--- src/acl_pkg.sv ---
// constants and types for the converter control logic
`default_nettype none
package acl_pkg;
  // register indexes; byte address is four times the index
  localparam logic [7:0] ACL_IDX_SCR = 8'h40;
  localparam logic [7:0] ACL_IDX_RES = 8'h41;
  localparam logic [7:0] ACL_IDX_CLK = 8'h42;
  // status/control fields
  localparam int ACL_BIT_DONE = 7;
  localparam int ACL_BIT_IEN  = 6;
  localparam int ACL_BIT_CONT = 5;
  // clock select fields
  localparam int ACL_BIT_DIV_LO = 5;
  localparam int ACL_BIT_SRC    = 4;
  // channel codes
  localparam logic [4:0] ACL_CH_OFF     = 5'h1F;
  localparam logic [4:0] ACL_CH_HREF_LO = 5'h1C;
  localparam logic [4:0] ACL_CH_HREF_HI = 5'h1D;
  localparam logic [4:0] ACL_CH_GND     = 5'h1E;
  localparam int         ACL_NUM_PINS   = 4;
  // reset values
  localparam logic [7:0] ACL_SCR_RST = 8'h1F;
  localparam logic [7:0] ACL_RES_RST = 8'h00;
  localparam logic [7:0] ACL_CLK_RST = 8'h00;
  // converter clock counts, last index of each phase
  localparam logic [4:0] ACL_SETTLE_LAST = 5'h0F;
  localparam logic [4:0] ACL_SAMPLE_LAST = 5'h07;
  localparam logic [4:0] ACL_TRIAL_LAST  = 5'h07;
  localparam logic [3:0] ACL_DIV_MAX     = 4'hF;
  localparam logic [7:0] ACL_SAR_MSB     = 8'h80;

  typedef enum logic [1:0] {
    ACL_IDLE,
    ACL_SETTLE,
    ACL_SAMPLE,
    ACL_TRIAL
  } acl_phase_t;

  typedef struct packed {
    logic       power_en;
    logic [4:0] chan;
    logic       chan_known;
    logic       sample;
    logic [7:0] trial;
  } acl_analog_t;

  typedef struct packed {
    logic cpu;
    logic dma;
    logic wake;
  } acl_irq_t;

  typedef struct packed {
    logic       done;
    logic       ien;
    logic       cont;
    logic [4:0] chan;
    logic [7:0] result;
    logic [2:0] div;
    logic       src;
    logic [3:0] pre;
    acl_phase_t phase;
    logic [4:0] cnt;
    logic [7:0] sar;
    logic       irq_pend;
    logic       stop_q;
    logic [1:0] xtal_s;
    logic       xtal_q;
    logic [1:0] cmp_s;
    logic [31:0] rdata;
  } acl_state_t;
endpackage
`default_nettype wire

--- src/acl_adc_ctrl.sv ---
// apb control logic of the 8-bit successive approximation converter
// Function
// interrupt enable set: request after each conversion, to cpu if select bit low
// interrupt enable set and select bit high: request routed to dma
// with interrupts enabled the select bit is no completion flag
// converter runs in wait mode; cpu request raises wake
// software turns converter off before wait if no wake needed
// stop mode halts converter and drops partial result
// leaving stop restarts conversions, first period is settling
// status/control word: select 7, enable 6, continuous 5, channel 4..0
// interrupts off: done flag read-only, set at each conversion end
// done clears on status/control write or result read
// interrupts on: select bit writable and readable; reset clears it
// pending request drops on result read or control write; reset clears enable
// continuous converts back to back; else one per write; reset clears
// channel codes 0..3 pins, 1C/1D high reference, 1E ground
// all ones channel powers converter off, no conversions
// one conversion period of settling after leaving power off
// reserved channel codes give an undefined result
// result register read-only, reset zero, loaded each conversion end
// prescaler divides by 1,2,4,8, or 16 when top bit set
// source bit one picks bus clock, zero crystal; reset crystal
// software keeps converter clock near 1 MHz
// any status/control write starts a new sequence
// each conversion takes 16 to 17 converter clocks
// continuous results overwrite unread ones
// selected pin is forced input and reads zero in port logic
// eight trials msb first, one per converter clock
`default_nettype none
module acl_adc_ctrl
  import acl_pkg::*;
(
  input  wire logic               pclk,
  input  wire logic               presetn,
  input  wire logic               psel,
  input  wire logic               penable,
  input  wire logic               pwrite,
  input  wire logic [11:0]        paddr,
  input  wire logic [31:0]        pwdata,
  output logic [31:0]             prdata,
  output logic                    pready,
  output logic                    pslverr,
  input  wire logic               stop_mode,
  input  wire logic               crystal_reference_clock,
  input  wire logic               cmp_in,
  output acl_pkg::acl_analog_t    analog,
  output acl_pkg::acl_irq_t       irq,
  output logic [ACL_NUM_PINS-1:0] pin_owned
);
  import acl_pkg::*;

  acl_state_t s;
  acl_state_t n;
  logic       setup;
  logic       acc;
  logic       hit;
  logic [7:0] idx;
  logic       wr_scr;
  logic       wr_clk;
  logic       rd_res;
  logic       src_tick;
  logic       tick;
  logic [3:0] ratio_last;
  logic       conv_end;
  logic [7:0] msk;
  logic [7:0] sar_new;
  logic       powered;

  assign idx    = paddr[9:2];
  assign hit    = (paddr[1:0] == 2'b00) && (paddr[11:10] == 2'b00) &&
                  (idx == ACL_IDX_SCR || idx == ACL_IDX_RES ||
                   idx == ACL_IDX_CLK);
  assign setup  = psel && !penable;
  assign acc    = psel && penable;
  assign wr_scr = acc && pwrite && hit && idx == ACL_IDX_SCR;
  assign wr_clk = acc && pwrite && hit && idx == ACL_IDX_CLK;
  assign rd_res = acc && !pwrite && hit && idx == ACL_IDX_RES;
  assign powered = s.chan != ACL_CH_OFF;

  always_comb
  begin
    n = s;
    tick = 1'b0;
    conv_end = 1'b0;
    msk = 8'h00;
    sar_new = s.sar;
    // synchronisers for crystal clock and comparator
    n.xtal_s = {s.xtal_s[0], crystal_reference_clock};
    n.xtal_q = s.xtal_s[1];
    n.cmp_s  = {s.cmp_s[0], cmp_in};
    n.stop_q = stop_mode;
    // prescaler
    src_tick = s.src ? 1'b1 : (s.xtal_s[1] && !s.xtal_q);
    ratio_last = s.div[2] ? ACL_DIV_MAX
                          : (4'h1 << s.div[1:0]) - 4'h1;
    if (src_tick)
    begin
      if (s.pre >= ratio_last)
      begin
        n.pre = 4'h0;
        tick = 1'b1;
      end
      else
      begin
        n.pre = s.pre + 4'h1;
      end
    end
    // conversion sequencer
    unique case (s.phase)
      ACL_IDLE:
      begin
        n.cnt = 5'h00;
      end
      ACL_SETTLE:
      begin
        if (tick)
        begin
          if (s.cnt == ACL_SETTLE_LAST)
          begin
            n.phase = ACL_SAMPLE;
            n.cnt = 5'h00;
          end
          else
          begin
            n.cnt = s.cnt + 5'h01;
          end
        end
      end
      ACL_SAMPLE:
      begin
        if (tick)
        begin
          if (s.cnt == ACL_SAMPLE_LAST)
          begin
            n.phase = ACL_TRIAL;
            n.cnt = 5'h00;
            n.sar = ACL_SAR_MSB;
          end
          else
          begin
            n.cnt = s.cnt + 5'h01;
          end
        end
      end
      ACL_TRIAL:
      begin
        if (tick)
        begin
          // keep the trial bit when the input is at or above the trial level
          msk = ACL_SAR_MSB >> s.cnt[2:0];
          sar_new = s.cmp_s[1] ? s.sar : (s.sar & ~msk);
          n.cnt = s.cnt + 5'h01;
          n.sar = sar_new | (msk >> 1);
          if (s.cnt == ACL_TRIAL_LAST)
          begin
            n.result = sar_new;
            conv_end = 1'b1;
            n.cnt = 5'h00;
            n.sar = sar_new;
            n.phase = s.cont ? ACL_SAMPLE : ACL_IDLE;
          end
        end
      end
    endcase
    // register writes
    if (wr_scr)
    begin
      n.ien  = pwdata[ACL_BIT_IEN];
      n.cont = pwdata[ACL_BIT_CONT];
      n.chan = pwdata[4:0];
      n.cnt  = 5'h00;
      if (pwdata[4:0] == ACL_CH_OFF)
        n.phase = ACL_IDLE;
      else if (!powered)
        n.phase = ACL_SETTLE;
      else
        n.phase = ACL_SAMPLE;
    end
    if (wr_clk)
    begin
      n.div = pwdata[ACL_BIT_DIV_LO +: 3];
      n.src = pwdata[ACL_BIT_SRC];
    end
    // done flag or routing select
    if (wr_scr)
      n.done = pwdata[ACL_BIT_IEN] & pwdata[ACL_BIT_DONE];
    else if (rd_res && !s.ien)
      n.done = 1'b0;
    if (conv_end && !n.ien)
      n.done = 1'b1;
    // pending request
    if (wr_scr || rd_res)
      n.irq_pend = 1'b0;
    if (conv_end && s.ien)
      n.irq_pend = 1'b1;
    // stop mode
    if (stop_mode)
    begin
      n.phase = ACL_IDLE;
      n.cnt = 5'h00;
      n.sar = 8'h00;
    end
    else if (s.stop_q && powered)
    begin
      n.phase = ACL_SETTLE;
      n.cnt = 5'h00;
    end
    // read data captured in the setup cycle
    if (setup && !pwrite && hit)
    begin
      unique case (idx)
        ACL_IDX_SCR: n.rdata = {24'h000000, s.done, s.ien, s.cont,
                                s.chan};
        ACL_IDX_RES: n.rdata = {24'h000000, s.result};
        default:     n.rdata = {24'h000000, s.div, s.src, 4'h0};
      endcase
    end
    else if (setup)
    begin
      n.rdata = 32'h00000000;
    end
  end

  always_ff @(posedge pclk or negedge presetn)
  begin
    if (!presetn)
      s <= '{done: ACL_SCR_RST[ACL_BIT_DONE],
             ien: ACL_SCR_RST[ACL_BIT_IEN],
             cont: ACL_SCR_RST[ACL_BIT_CONT],
             chan: ACL_SCR_RST[4:0],
             result: ACL_RES_RST,
             div: ACL_CLK_RST[ACL_BIT_DIV_LO +: 3],
             src: ACL_CLK_RST[ACL_BIT_SRC],
             pre: 4'h0,
             phase: ACL_IDLE,
             cnt: 5'h00,
             sar: 8'h00,
             irq_pend: 1'b0,
             stop_q: 1'b0,
             xtal_s: 2'b00,
             xtal_q: 1'b0,
             cmp_s: 2'b00,
             rdata: 32'h00000000};
    else
      s <= n;
  end

  // bus answer
  assign prdata  = s.rdata;
  assign pready  = 1'b1;
  assign pslverr = acc && !hit;

  // analog side
  assign analog.power_en   = powered && !s.stop_q;
  assign analog.chan       = s.chan;
  assign analog.chan_known = (s.chan < 5'(ACL_NUM_PINS)) ||
                             s.chan == ACL_CH_HREF_LO ||
                             s.chan == ACL_CH_HREF_HI ||
                             s.chan == ACL_CH_GND;
  assign analog.sample     = s.phase == ACL_SAMPLE;
  assign analog.trial      = s.sar;

  // request routing
  assign irq.cpu  = s.irq_pend && s.ien && !s.done;
  assign irq.dma  = s.irq_pend && s.ien && s.done;
  assign irq.wake = irq.cpu;

  // port pin takeover
  genvar i;
  generate
    for (i = 0; i < ACL_NUM_PINS; i++)
    begin : g_pin
      assign pin_owned[i] = powered && s.chan == 5'(i);
    end
  endgenerate
endmodule
`default_nettype wire

--- config.mk ---
export PLATFORM = sky130hd
export DESIGN_NAME = acl_adc_ctrl
export DESIGN_NICKNAME = d
export VERILOG_FILES = /design/src/acl_pkg.sv /design/src/acl_adc_ctrl.sv
export SDC_FILE = /design/constraint.sdc
export NUM_CORES = 1
export LEC_CHECK = 0
export CAP_MARGIN = 20
export CORE_ASPECT_RATIO = 1.75
export CORE_MARGIN = 4
export CORE_UTILIZATION = 35
export DETAILED_ROUTE_END_ITERATION = 10
export DONT_BUFFER_PORTS = 1
export MAX_ROUTING_LAYER = met4
export PLACE_DENSITY = 0.59
export RECOVER_POWER = 25
export SLEW_MARGIN = 20
export SYNTH_ARGS = -nofsm -noshare
export SYNTH_HDL_FRONTEND = slang
export SYNTH_SLANG_ARGS = --single-unit
--- constraint.sdc ---
create_clock -name pclk -period 2.4 [get_ports pclk]
set_clock_uncertainty 0.1 [all_clocks]
set_input_delay 0.12 -clock pclk [delete_from_list [all_inputs] [get_ports pclk]]
set_output_delay 0.12 -clock pclk [all_outputs]
set_load 0.02 [all_outputs]
==> flow_summary.toml, run 1 <==
[clocking]
cts_sinks = 54
cts_tree = "done"
cts-root-buf = "clkbuf_16"
clkTransAtPathRegs_ns = 0.07
clk_path_buf_depth = 2
cts_max_level = 2
clk_latency_ns = 0.30
cts_inserted_buffers = 5

[global_routing]
grt_pass1_vias = 2653
grt_max_degree = 55
antenna_found_initial = 0
grt_pass1_wl_mm = 12.6
track_usage_pct = 15.2
grt-ovfl-total = 0

[timing]
timing.final.crit_period_ns = 2.46
tightest_slew_ns = 1.38
rsz0062_at_grt = "yes"
finalSetupViolCount = 9
final_hold_viol_count = 0
fin_tns_setup_ns = -0.249
slew_viol_final = 0
fmax_mhz = 406
holdWs_ns = 0.0104
setup_ws_ns = -0.0611
slew_headroom_pct = 8.23
finalCritPeriodShare_pct = 103

[critical_path]
r2r_slack_ns = -0.06
worstPathArrival_ns = 2.55
worstRegToRegCells = 7
criticalPathCategory = "register to register"
critPathCaptureType = "register"
critPathMaxFanout = 5
crit_required_ns = 2.48
worstSetupStartpointType = "register"

[detailed_routing]
drt_iter0_drc = 80
num_vias = 2484
vias_per_cell = 5.03
wl_mm = 8.06
drc_errors = 0
ant_nets = 0
wl_per_cell_um = 16.3
first_pass_iters = 4

[job]
max_cap_viol_count = 0

[yosys]
synth-seq-cells = 54
yosysWarnings = 0
syn_area_per_cell_um2 = 9.34
synth_top_area_cell = "dfrtp_1"
synth_cells = 361
syn-cell-area_um2 = 3370
synthFlopType = "dfrtp_1"
synth_edf_count = 0
yosysSeqAreaShare_pct = 40.3
synthArstFlopShare_pct = 100
yosysUniqueCellTypes = 56
ys_top_cells_by_area = "dfrtp_1 36%, buf_4 10%, nand2_1 5.0%, ha_1 4.8%, o21ai_0 4.2%"
yosysTopAreaCellShare_pct = 36.4

[finish]
nNetsFinal = 436
area_growth_pct = 11.5
instances_no_fill = 494
postLayoutCoreUtil_pct = 40.0
register_area_um2 = 1360
drive_gt1_share_pct = 18.3
multi_input_area_um2 = 1700
fillers = 944
antennaDiodeCount = 0
design_area_um2 = 3760

[placement]
hpwl_mm = 6.03
placedCellCount = 470
place_ws_ns = -0.135
gp_congestion = 0.878
dpl_cell_area_um2 = 3370
port_buffers = 0

[run_status]
outcome = "finished, violations left"
violations = "setup timing"

[floorplanning]
row_count = 47
ios = 109
die_y_um = 138
die_x_um = 82.2
dieArea_um2 = 11300
core_um2 = 9410
start_util_pct = 35.8

[worst_hold_path]
whs_path_depth = 3
hp-class = "primary input to register"

[power_and_ir_drop]
max-vdd-ir-drop_mv = 0.311
p_leak_nw = 1.71
p_total_mw = 2.18
power.density_nw_per_um2 = 579
## sequential cells by signal (all words and copies together) (netlist names)
| signal | count |
|---|---|
| analog | 13 |
| n | 3 |
| s | 30 |
| prdata | 8 |
## where the power goes
part | switching, mW | internal [mW]
registers | 0.0424 | 0.948
logic | 0.202 | 0.139
clock network | 0.350 | 0.498
## synthesized netlist by cell type, types with 7 or more instances
master	instances
nor2b_1	7
clkbuf_1	7
o21ai_0	28
a21oi_1	11
nor2_1	26
nand2_1	45
inv_1	18
nand3_1	13
dfrtp_1	49
ha_1	13
buf_4	47
mux2i_1	12
## layout make-up
| class | instances | share of cell area, % |
|---|---|---|
| flip-flops and latches | 54 | 36.1 |
| inverters | 18 | 1.80 |
| multi-input cells | 255 | 45.1 |
| repair buffers | 37 | 8.35 |
| clock buffers | 5 | 3.33 |
| clock inverters | 3 | 1.26 |
| well taps | 122 | 4.06 |
## cells by family (layout without fill, tap and decap cells)
group | Yosys count | in the layout | synth area share, %
simple gates | 125 | 125 | 19.4
buf+inv | 75 | 63 | 13.7
compound gates | 67 | 67 | 13.9
flops | 54 | 54 | 40.3
mux | 22 | 22 | 6.90
fa+ha+maj | 13 | 13 | 4.83
xor+xnor | 3 | 3 | 0.780
other cells | 2 | 25 | 0.223
## placed cells by master (no fill, tap or decap), types with 12 or more instances in the layout
cell | netlist | layout
dfrtp_1 | 49 | 49
nand2_1 | 45 | 45
nor2_1 | 26 | 25
conb_1 | 2 | 25
o21ai_0 | 28 | 23
buf_4 | 47 | 21
inv_1 | 18 | 18
dlygate4sd3_1 | 0 | 14
mux2i_1 | 12 | 12
ha_1 | 13 | 12
## per-layer routing
layer | global-route usage, % | vias to the layer above | part of all wire, %
met2 | 27.2 | 94 | 53
met5 | - | - | 0
li1 | - | 1188 | -
met4 | 7.49 | 0 | 3.3
met1 | 14.7 | 1185 | 36
met3 | 4.06 | 17 | 7.8
## critical path, cell delays in order (launching register included)
cell and delay [ns]:
dfrtp_1 0.38, or3_4 0.40, ha_4 0.21, nand2b_4 0.14, a2111oi_4 0.43, nor3_2 0.17, a21oi_2 0.18, mux2_1 0.33
## path summary, 6_finish.rpt
path / from / to
max in group asynchronous: presetn / s[56]$_DFFE_PN0N_
setup / recovery: s[61]$_DFFE_PN0P_ / s[52]$_DFFE_PN0P_
min in group asynchronous: presetn / analog[6]$_DFFE_PN0P_
setup reg to reg: s[61]$_DFFE_PN0P_ / s[52]$_DFFE_PN0P_
hold / removal: stop_mode / s[53]$_DFFE_PN0P_
hold reg to reg: n[36]$_DFF_PN0_ / n[34]$_DFF_PN0_
## repair_timing
item | in CTS | in global routing
hold buffers | 15 | 0
gates resized for setup | 12 | 5
hold endpoints to repair | 77 | 0
endpoints found under the setup margin | 18 | 25
setup buffers | 1 | 0
pin swaps | 2 | 6
Note: power is estimated with default switching activity, not from simulation.
==> inputs of run 2 (changes only) <==
--- a/config.mk
+++ b/config.mk
@@ -5,6 +5,7 @@
 export SDC_FILE = /design/constraint.sdc
 export NUM_CORES = 1
 export LEC_CHECK = 0
+export ABC_AREA = 1
 export CAP_MARGIN = 20
 export CORE_ASPECT_RATIO = 1.75
 export CORE_MARGIN = 4
==> run 2 against run 1 <==
- the run now ends clean
- first-iteration DRC count rose by 100%
- worst setup slack gained 0.27 ns
- sequential cell count unchanged
- sequential power barely moved
- highest routed layer unchanged
==> flow_summary.toml, run 2 <==
[critical_path]
critPathMaxFanout = 16
reg2reg_from = "s[61]$_DFFE_PN0P_"
worstSetupStartpointType = "register"
crit_required_ns = 2.46
critPathCaptureType = "register"
r2r-end = "analog[1]$_DFFE_PN0P_"
worstPathArrival_ns = 2.25
criticalPathCategory = "register to register"
worstRegToRegCells = 10
r2r_slack_ns = 0.21

[placement]
port_buffers = 0
hpwl_mm = 6.10
gp_congestion = 0.818
placedCellCount = 525
place_ws_ns = 0.208
dpl_cell_area_um2 = 3330

[power_and_ir_drop]
max-vdd-ir-drop_mv = 0.418
combPwrFrac_pct = 13.4
p_clk_share_pct = 39.7
p_sw_share_pct = 28.2
p_leak_nw = 1.79
p_int_mw = 1.54
switchingPower_mw = 0.605
p_total_mw = 2.15
power.density_nw_per_um2 = 589
pwr-share-seq_pct = 47.0

[clocking]
cts_tree = "done"
ctsHoldBuffers = 15
clkTransAtPathRegs_ns = 0.08
clk_path_buf_depth = 2
cts_setup_buffers = 0
cts-resized-gates = 0
cts_sinks = 54
clk_latency_ns = 0.30
cts-root-buf = "clkbuf_16"
cts_max_level = 2
cts_inserted_buffers = 5

[worst_hold_path]
hp-class = "primary input to register"
holdPathEnd = "analog[6]$_DFFE_PN0P_"
hold_start = "stop_mode"
whs_path_depth = 3

[global_routing]
grt_pass1_vias = 2740
grt_max_degree = 55
grt_pass1_wl_mm = 13.2
track_usage_pct = 14.4
antenna_found_initial = 0
grt-ovfl-total = 0

[detailed_routing]
vias_per_cell = 4.86
ant_nets = 0
drt_iter0_drc = 162
wl_per_cell_um = 14.3
drc_errors = 0
first_pass_iters = 4
num_vias = 2666
wl_mm = 7.83

[timing]
setup_ws_ns = 0.213
timing.final.crit_period_ns = 2.19
final_hold_viol_count = 0
slew_headroom_pct = 8.63
tightest_slew_ns = 1.37
holdWs_ns = 0.0132
fmax_mhz = 457
fin_tns_setup_ns = 0
slew_viol_final = 0
finalSetupViolCount = 0
rsz0062_at_grt = "no"
finalCritPeriodShare_pct = 91.1

[yosys]
synth_edf_count = 0
synth_top_family_by_area = "simple AND/OR/NAND/NOR gates"
synthFlopType = "dfrtp_1"
yosysSeqAreaShare_pct = 39.2
ys_top_cells_by_area = "dfrtp_1 35%, buf_4 10%, nand2_1 10%, o21ai_0 5.8%, inv_1 5.6%"
synth_commonest_cells = "94 x nand2_1, 52 x inv_1, 49 x dfrtp_1"
syn_area_per_cell_um2 = 8.05
yosysWarnings = 0
syn-cell-area_um2 = 3460
synth-compound-area-share_pct = 12.7
synth-seq-cells = 54
synth_cells = 430
synth_top_area_cell = "dfrtp_1"
synth-xor-area-share_pct = 0.759
yosysUniqueCellTypes = 39
synthSimpleGateAreaFrac_pct = 24.9
yosysTopAreaCellShare_pct = 35.4
synthArstFlopShare_pct = 100
synth_fa_ha_area_share_pct = 4.70
post-synth-top-count-cell = "nand2_1"
synthMuxAreaShare_pct = 0

[finish]
area_growth_pct = 5.39
multi_input_area_um2 = 1590
fillers = 1015
largest_reg_flops = 30
final_common_cell = "nand2_1"
antennaDiodeCount = 0
regMostFlops = "s"
instances_no_fill = 548
register_area_um2 = 1360
nNetsFinal = 490
postLayoutCoreUtil_pct = 38.0
design_area_um2 = 3650
most-common-layout-cells = "94 x nand2_1, 52 x inv_1, 49 x dfrtp_1"
drive_gt1_share_pct = 10.3

[run_status]
outcome = "finished clean"

[job]
max_cap_viol_count = 0

[floorplanning]
core_um2 = 9590
ios = 109
die_x_um = 83.2
dieArea_um2 = 11600
start_util_pct = 36.1
die_y_um = 140
row_count = 47
==> run 2: cell type report <==
cell class                      count  area share [%]
Sequential cell                    54            37.2
Inverter                           58            5.97
Multi-Input combinational cell    289            43.5
Tap cell                          122            4.19
Clock inverter                      3            1.30
Clock buffer                        5            3.43
Timing Repair Buffer               17            4.39
==> run 2: cell families after synthesis <==
group,Yosys count
AND/OR/NAND/NOR,172
buffers and inverters,110
AO/OA/AOI/OAI,76
flip-flops,54
adder cells (fa/ha/maj),13
XOR/XNOR,3
other,2
==> run 2: worst max-delay path by stage <==
stage / startpoint / to / cells past startpoint / slack (ns)
after global routing: s[61]$_DFFE_PN0P_ / analog[2]$_DFFE_PN0P_ / 13 / 0.009
final: s[61]$_DFFE_PN0P_ / analog[1]$_DFFE_PN0P_ / 10 / 0.21
after detailed placement: s[61]$_DFFE_PN0P_ / analog[5]$_DFFE_PN0P_ / 10 / 0.21
after floorplan: s[61]$_DFFE_PN0P_ / analog[1]$_DFFE_PN0P_ / 11 / 0.52
after global placement: s[61]$_DFFE_PN0P_ / analog[4]$_DFFE_PN0P_ / 10 / 0.27
after CTS: s[61]$_DFFE_PN0P_ / analog[1]$_DFFE_PN0P_ / 10 / 0.19
==> run 2: worst max-delay path, cell delays in order (launching register included) <==
cell and delay [ns]:
dfrtp_1 0.41, nor2_1 0.17, nand2_1 0.08, ha_1 0.28, nand4_1 0.08, nand3_1 0.12
nand2_2 0.12, nand2_1 0.16, o211ai_2 0.30, nand2_1 0.15, o21ai_1 0.07
==> run 2: power groups by stage <==
stage | Sequential (mW) | Combinational [mW] | Clock [mW]
4_1_cts | 1.01 | 0.296 | 0.876
5_1_grt | 1.02 | 0.335 | 0.911
2_1_floorplan | 1.00 | 0.262 | 0
6_report | 1.01 | 0.287 | 0.851
3_5_place_dp | 1.03 | 0.249 | 0
3_3_place_gp | 1.03 | 0.241 | 0
==> run 2: metal layers <==
| layer | wire, um | part of all wire (%) | up-vias | global-route usage, % |
|---|---|---|---|---|
| li1 | - | - | 1313 | - |
| met4 | 238 | 3.0 | 0 | 5.94 |
| met1 | 2820 | 36 | 1254 | 14.1 |
| met3 | 488 | 6.2 | 17 | 3.37 |
| met5 | 0 | 0 | - | - |
| met2 | 4290 | 55 | 82 | 27.0 |
==> inputs of run 3 (changes only) <==
--- a/config.mk
+++ b/config.mk
@@ -7,13 +7,15 @@
 export LEC_CHECK = 0
 export ABC_AREA = 1
 export CAP_MARGIN = 20
+export CELL_PAD_IN_SITES_DETAIL_PLACEMENT = 1
+export CELL_PAD_IN_SITES_GLOBAL_PLACEMENT = 1
 export CORE_ASPECT_RATIO = 1.75
 export CORE_MARGIN = 4
 export CORE_UTILIZATION = 35
 export DETAILED_ROUTE_END_ITERATION = 10
 export DONT_BUFFER_PORTS = 1
 export MAX_ROUTING_LAYER = met4
-export PLACE_DENSITY = 0.59
+export PLACE_DENSITY = 0.74
 export RECOVER_POWER = 25
 export SLEW_MARGIN = 20
 export SYNTH_ARGS = -nofsm -noshare
==> run 3 against run 2 <==
- sequential power about the same
- maximum frequency increased by 0.72%
- clock power decreased by 8.7%
- register-to-register slack improved by 0.02 ns
- worst setup slack improved by 0.016 ns
- critical path type unchanged
- critical endpoint is now s[52]$_DFFE_PN0P_
==> flow_summary.toml, run 3 (same netlist as run 2, synthesis figures left out) <==
[critical_path]
max_stage_delay_ns = 0.42
worstRegToRegCells = 14
critPathCaptureType = "register"
crit_required_ns = 2.50
cp_top_family = "simple AND/OR/NAND/NOR gates"
worstPathCellList = "a21oi_1 > ha_1 > nand2_1 > inv_1 > nand2_1 > nand3_1 > nand2_2 > nand2_1 > nand2_1 > nand3_1 > nand2_1 > inv_1 > nand2_1 > nand2_1"
r2r_slack_ns = 0.23
reg2reg_from = "s[60]$_DFFE_PN0P_"
worstSetupStartpointType = "register"
cp_slowest_cell = "dfrtp_1"
worstPathArrival_ns = 2.27
cp.depth = 14
r2r-end = "s[52]$_DFFE_PN0P_"
criticalPathCategory = "register to register"
cp_common_cell = "nand2_1"
cp_num_buf_inv = 2
critPathMaxFanout = 5

[timing]
setup_ws_ns = 0.229
slew_headroom_pct = 6.28
slew_viol_final = 0
finalCritPeriodShare_pct = 90.5
tightest_slew_ns = 1.41
final_hold_viol_count = 0
timing.final.crit_period_ns = 2.17
fmax_mhz = 461
rsz0062_at_grt = "no"
fin_tns_setup_ns = 0
finalSetupViolCount = 0

[global_routing]
grt_max_degree = 55
grt-ovfl-total = 0
grt_pass1_wl_mm = 14.8
grt_pass1_vias = 2921
grt_busiest_layer = "met2"
use_met2_pct = 31.0
antenna_found_initial = 0
use_met1_pct = 15.6
track_usage_pct = 16.3
grt_use_met3_pct = 3.73

[floorplanning]
start_util_pct = 36.1
core_um2 = 9590
dieArea_um2 = 11600
row_count = 47
ios = 109
die_y_um = 140
die_x_um = 83.2

[clocking]
cts_max_level = 2
cts_inserted_buffers = 5
cts_setup_buffers = 0
cts-root-buf = "clkbuf_16"
clk_latency_ns = 0.31
clk_path_buf_depth = 2
cts_sinks = 54
cts_tree = "done"
clkTransAtPathRegs_ns = 0.08

[run_status]
outcome = "finished clean"

[worst_hold_path]
hold_start = "psel"
hp-class = "primary input to register"
holdPathEnd = "prdata[7]$_DFFE_PN0P_"
whs_path_depth = 4

[detailed_routing]
num_vias = 2688
wl_per_cell_um = 16.0
drc_errors = 0
wl_mm = 8.76
drt_iter0_drc = 87
ant_nets = 0
vias_per_cell = 4.91
first_pass_iters = 4

[finish]
largest_reg_flops = 30
fillers = 1159
drive_gt1_share_pct = 10.3
design_area_um2 = 3630
regMostFlops = "s"
most-common-layout-cells = "94 x nand2_1, 52 x inv_1, 49 x dfrtp_1"
instances_no_fill = 548
final_common_cell = "nand2_1"
area_growth_pct = 5.03
nNetsFinal = 490
antennaDiodeCount = 0

[power_and_ir_drop]
max-vdd-ir-drop_mv = 0.441
power.density_nw_per_um2 = 575
p_total_mw = 2.09
p_leak_nw = 1.78

[placement]
place_ws_ns = 0.163
dpl_cell_area_um2 = 3330
hpwl_mm = 6.80
gp_congestion = 0.805
placedCellCount = 525
port_buffers = 0

[job]
max_cap_viol_count = 0
-- run 3: where the power goes --
group | total (mW) | internal (mW) | switching (mW)
Combinational | 0.299 | 0.0940 | 0.205
Clock | 0.777 | 0.398 | 0.379
Sequential | 1.01 | 0.953 | 0.0615
-- run 3: area by class of cell --
| type | count | area (um^2) | share of cell area, % |
|---|---|---|---|
| Clock inverter | 3 | 26.3 | 0.723 |
| Multi-Input combinational cell | 289 | 1590 | 43.9 |
| Timing Repair Buffer | 17 | 160 | 4.41 |
| Inverter | 58 | 218 | 5.99 |
| Clock buffer | 5 | 125 | 3.44 |
| Sequential cell | 54 | 1360 | 37.4 |
| Tap cell | 122 | 153 | 4.20 |
-- run 3: per-stage QoR --
stage	hold slack, ns	utilization, %
2_1_floorplan	-0.276	-
4_1_cts	0.0144	38.0
3_5_place_dp	-0.274	34.7
3_3_place_gp	-0.274	34.7
5_1_grt	0.0230	37.9
6_report	0.0184	37.9
-- run 3: worst max-delay path by stage --
stage	start	endpoint	slack (ns)
floorplan	s[61]$_DFFE_PN0P_	analog[1]$_DFFE_PN0P_	0.52
global placement	s[61]$_DFFE_PN0P_	analog[0]$_DFFE_PN0P_	0.22
detailed placement	s[61]$_DFFE_PN0P_	analog[2]$_DFFE_PN0P_	0.16
CTS	s[61]$_DFFE_PN0P_	analog[0]$_DFFE_PN0P_	0.16
global route	s[60]$_DFFE_PN0P_	s[52]$_DFFE_PN0P_	0.02
finish	s[60]$_DFFE_PN0P_	s[52]$_DFFE_PN0P_	0.23
-- run 3: metal layers --
| metal | vias to the layer above | share of wire [%] | wire [um] |
|---|---|---|---|
| li1 | 1312 | - | - |
| met4 | 0 | 1.9 | 165 |
| met5 | - | 0 | 0 |
| met1 | 1301 | 36 | 3110 |
| met3 | 7 | 5.1 | 447 |
| met2 | 68 | 57 | 5040 |
-- run 3: tightest hold or removal path: cells and delay by family --
family,cells,cell delay (ns)
AOI/OAI and AO/OA,1,0.09
buffers and inverters,1,0.03
and+or+nand+nor,2,0.12
-- run 3: repair_timing --
item / CTS / global route
hold endpoints to repair: 80 / 0
hold buffers: 15 / 0
resized for setup: 0 / 1
endpoints found under the setup margin: 0 / 8
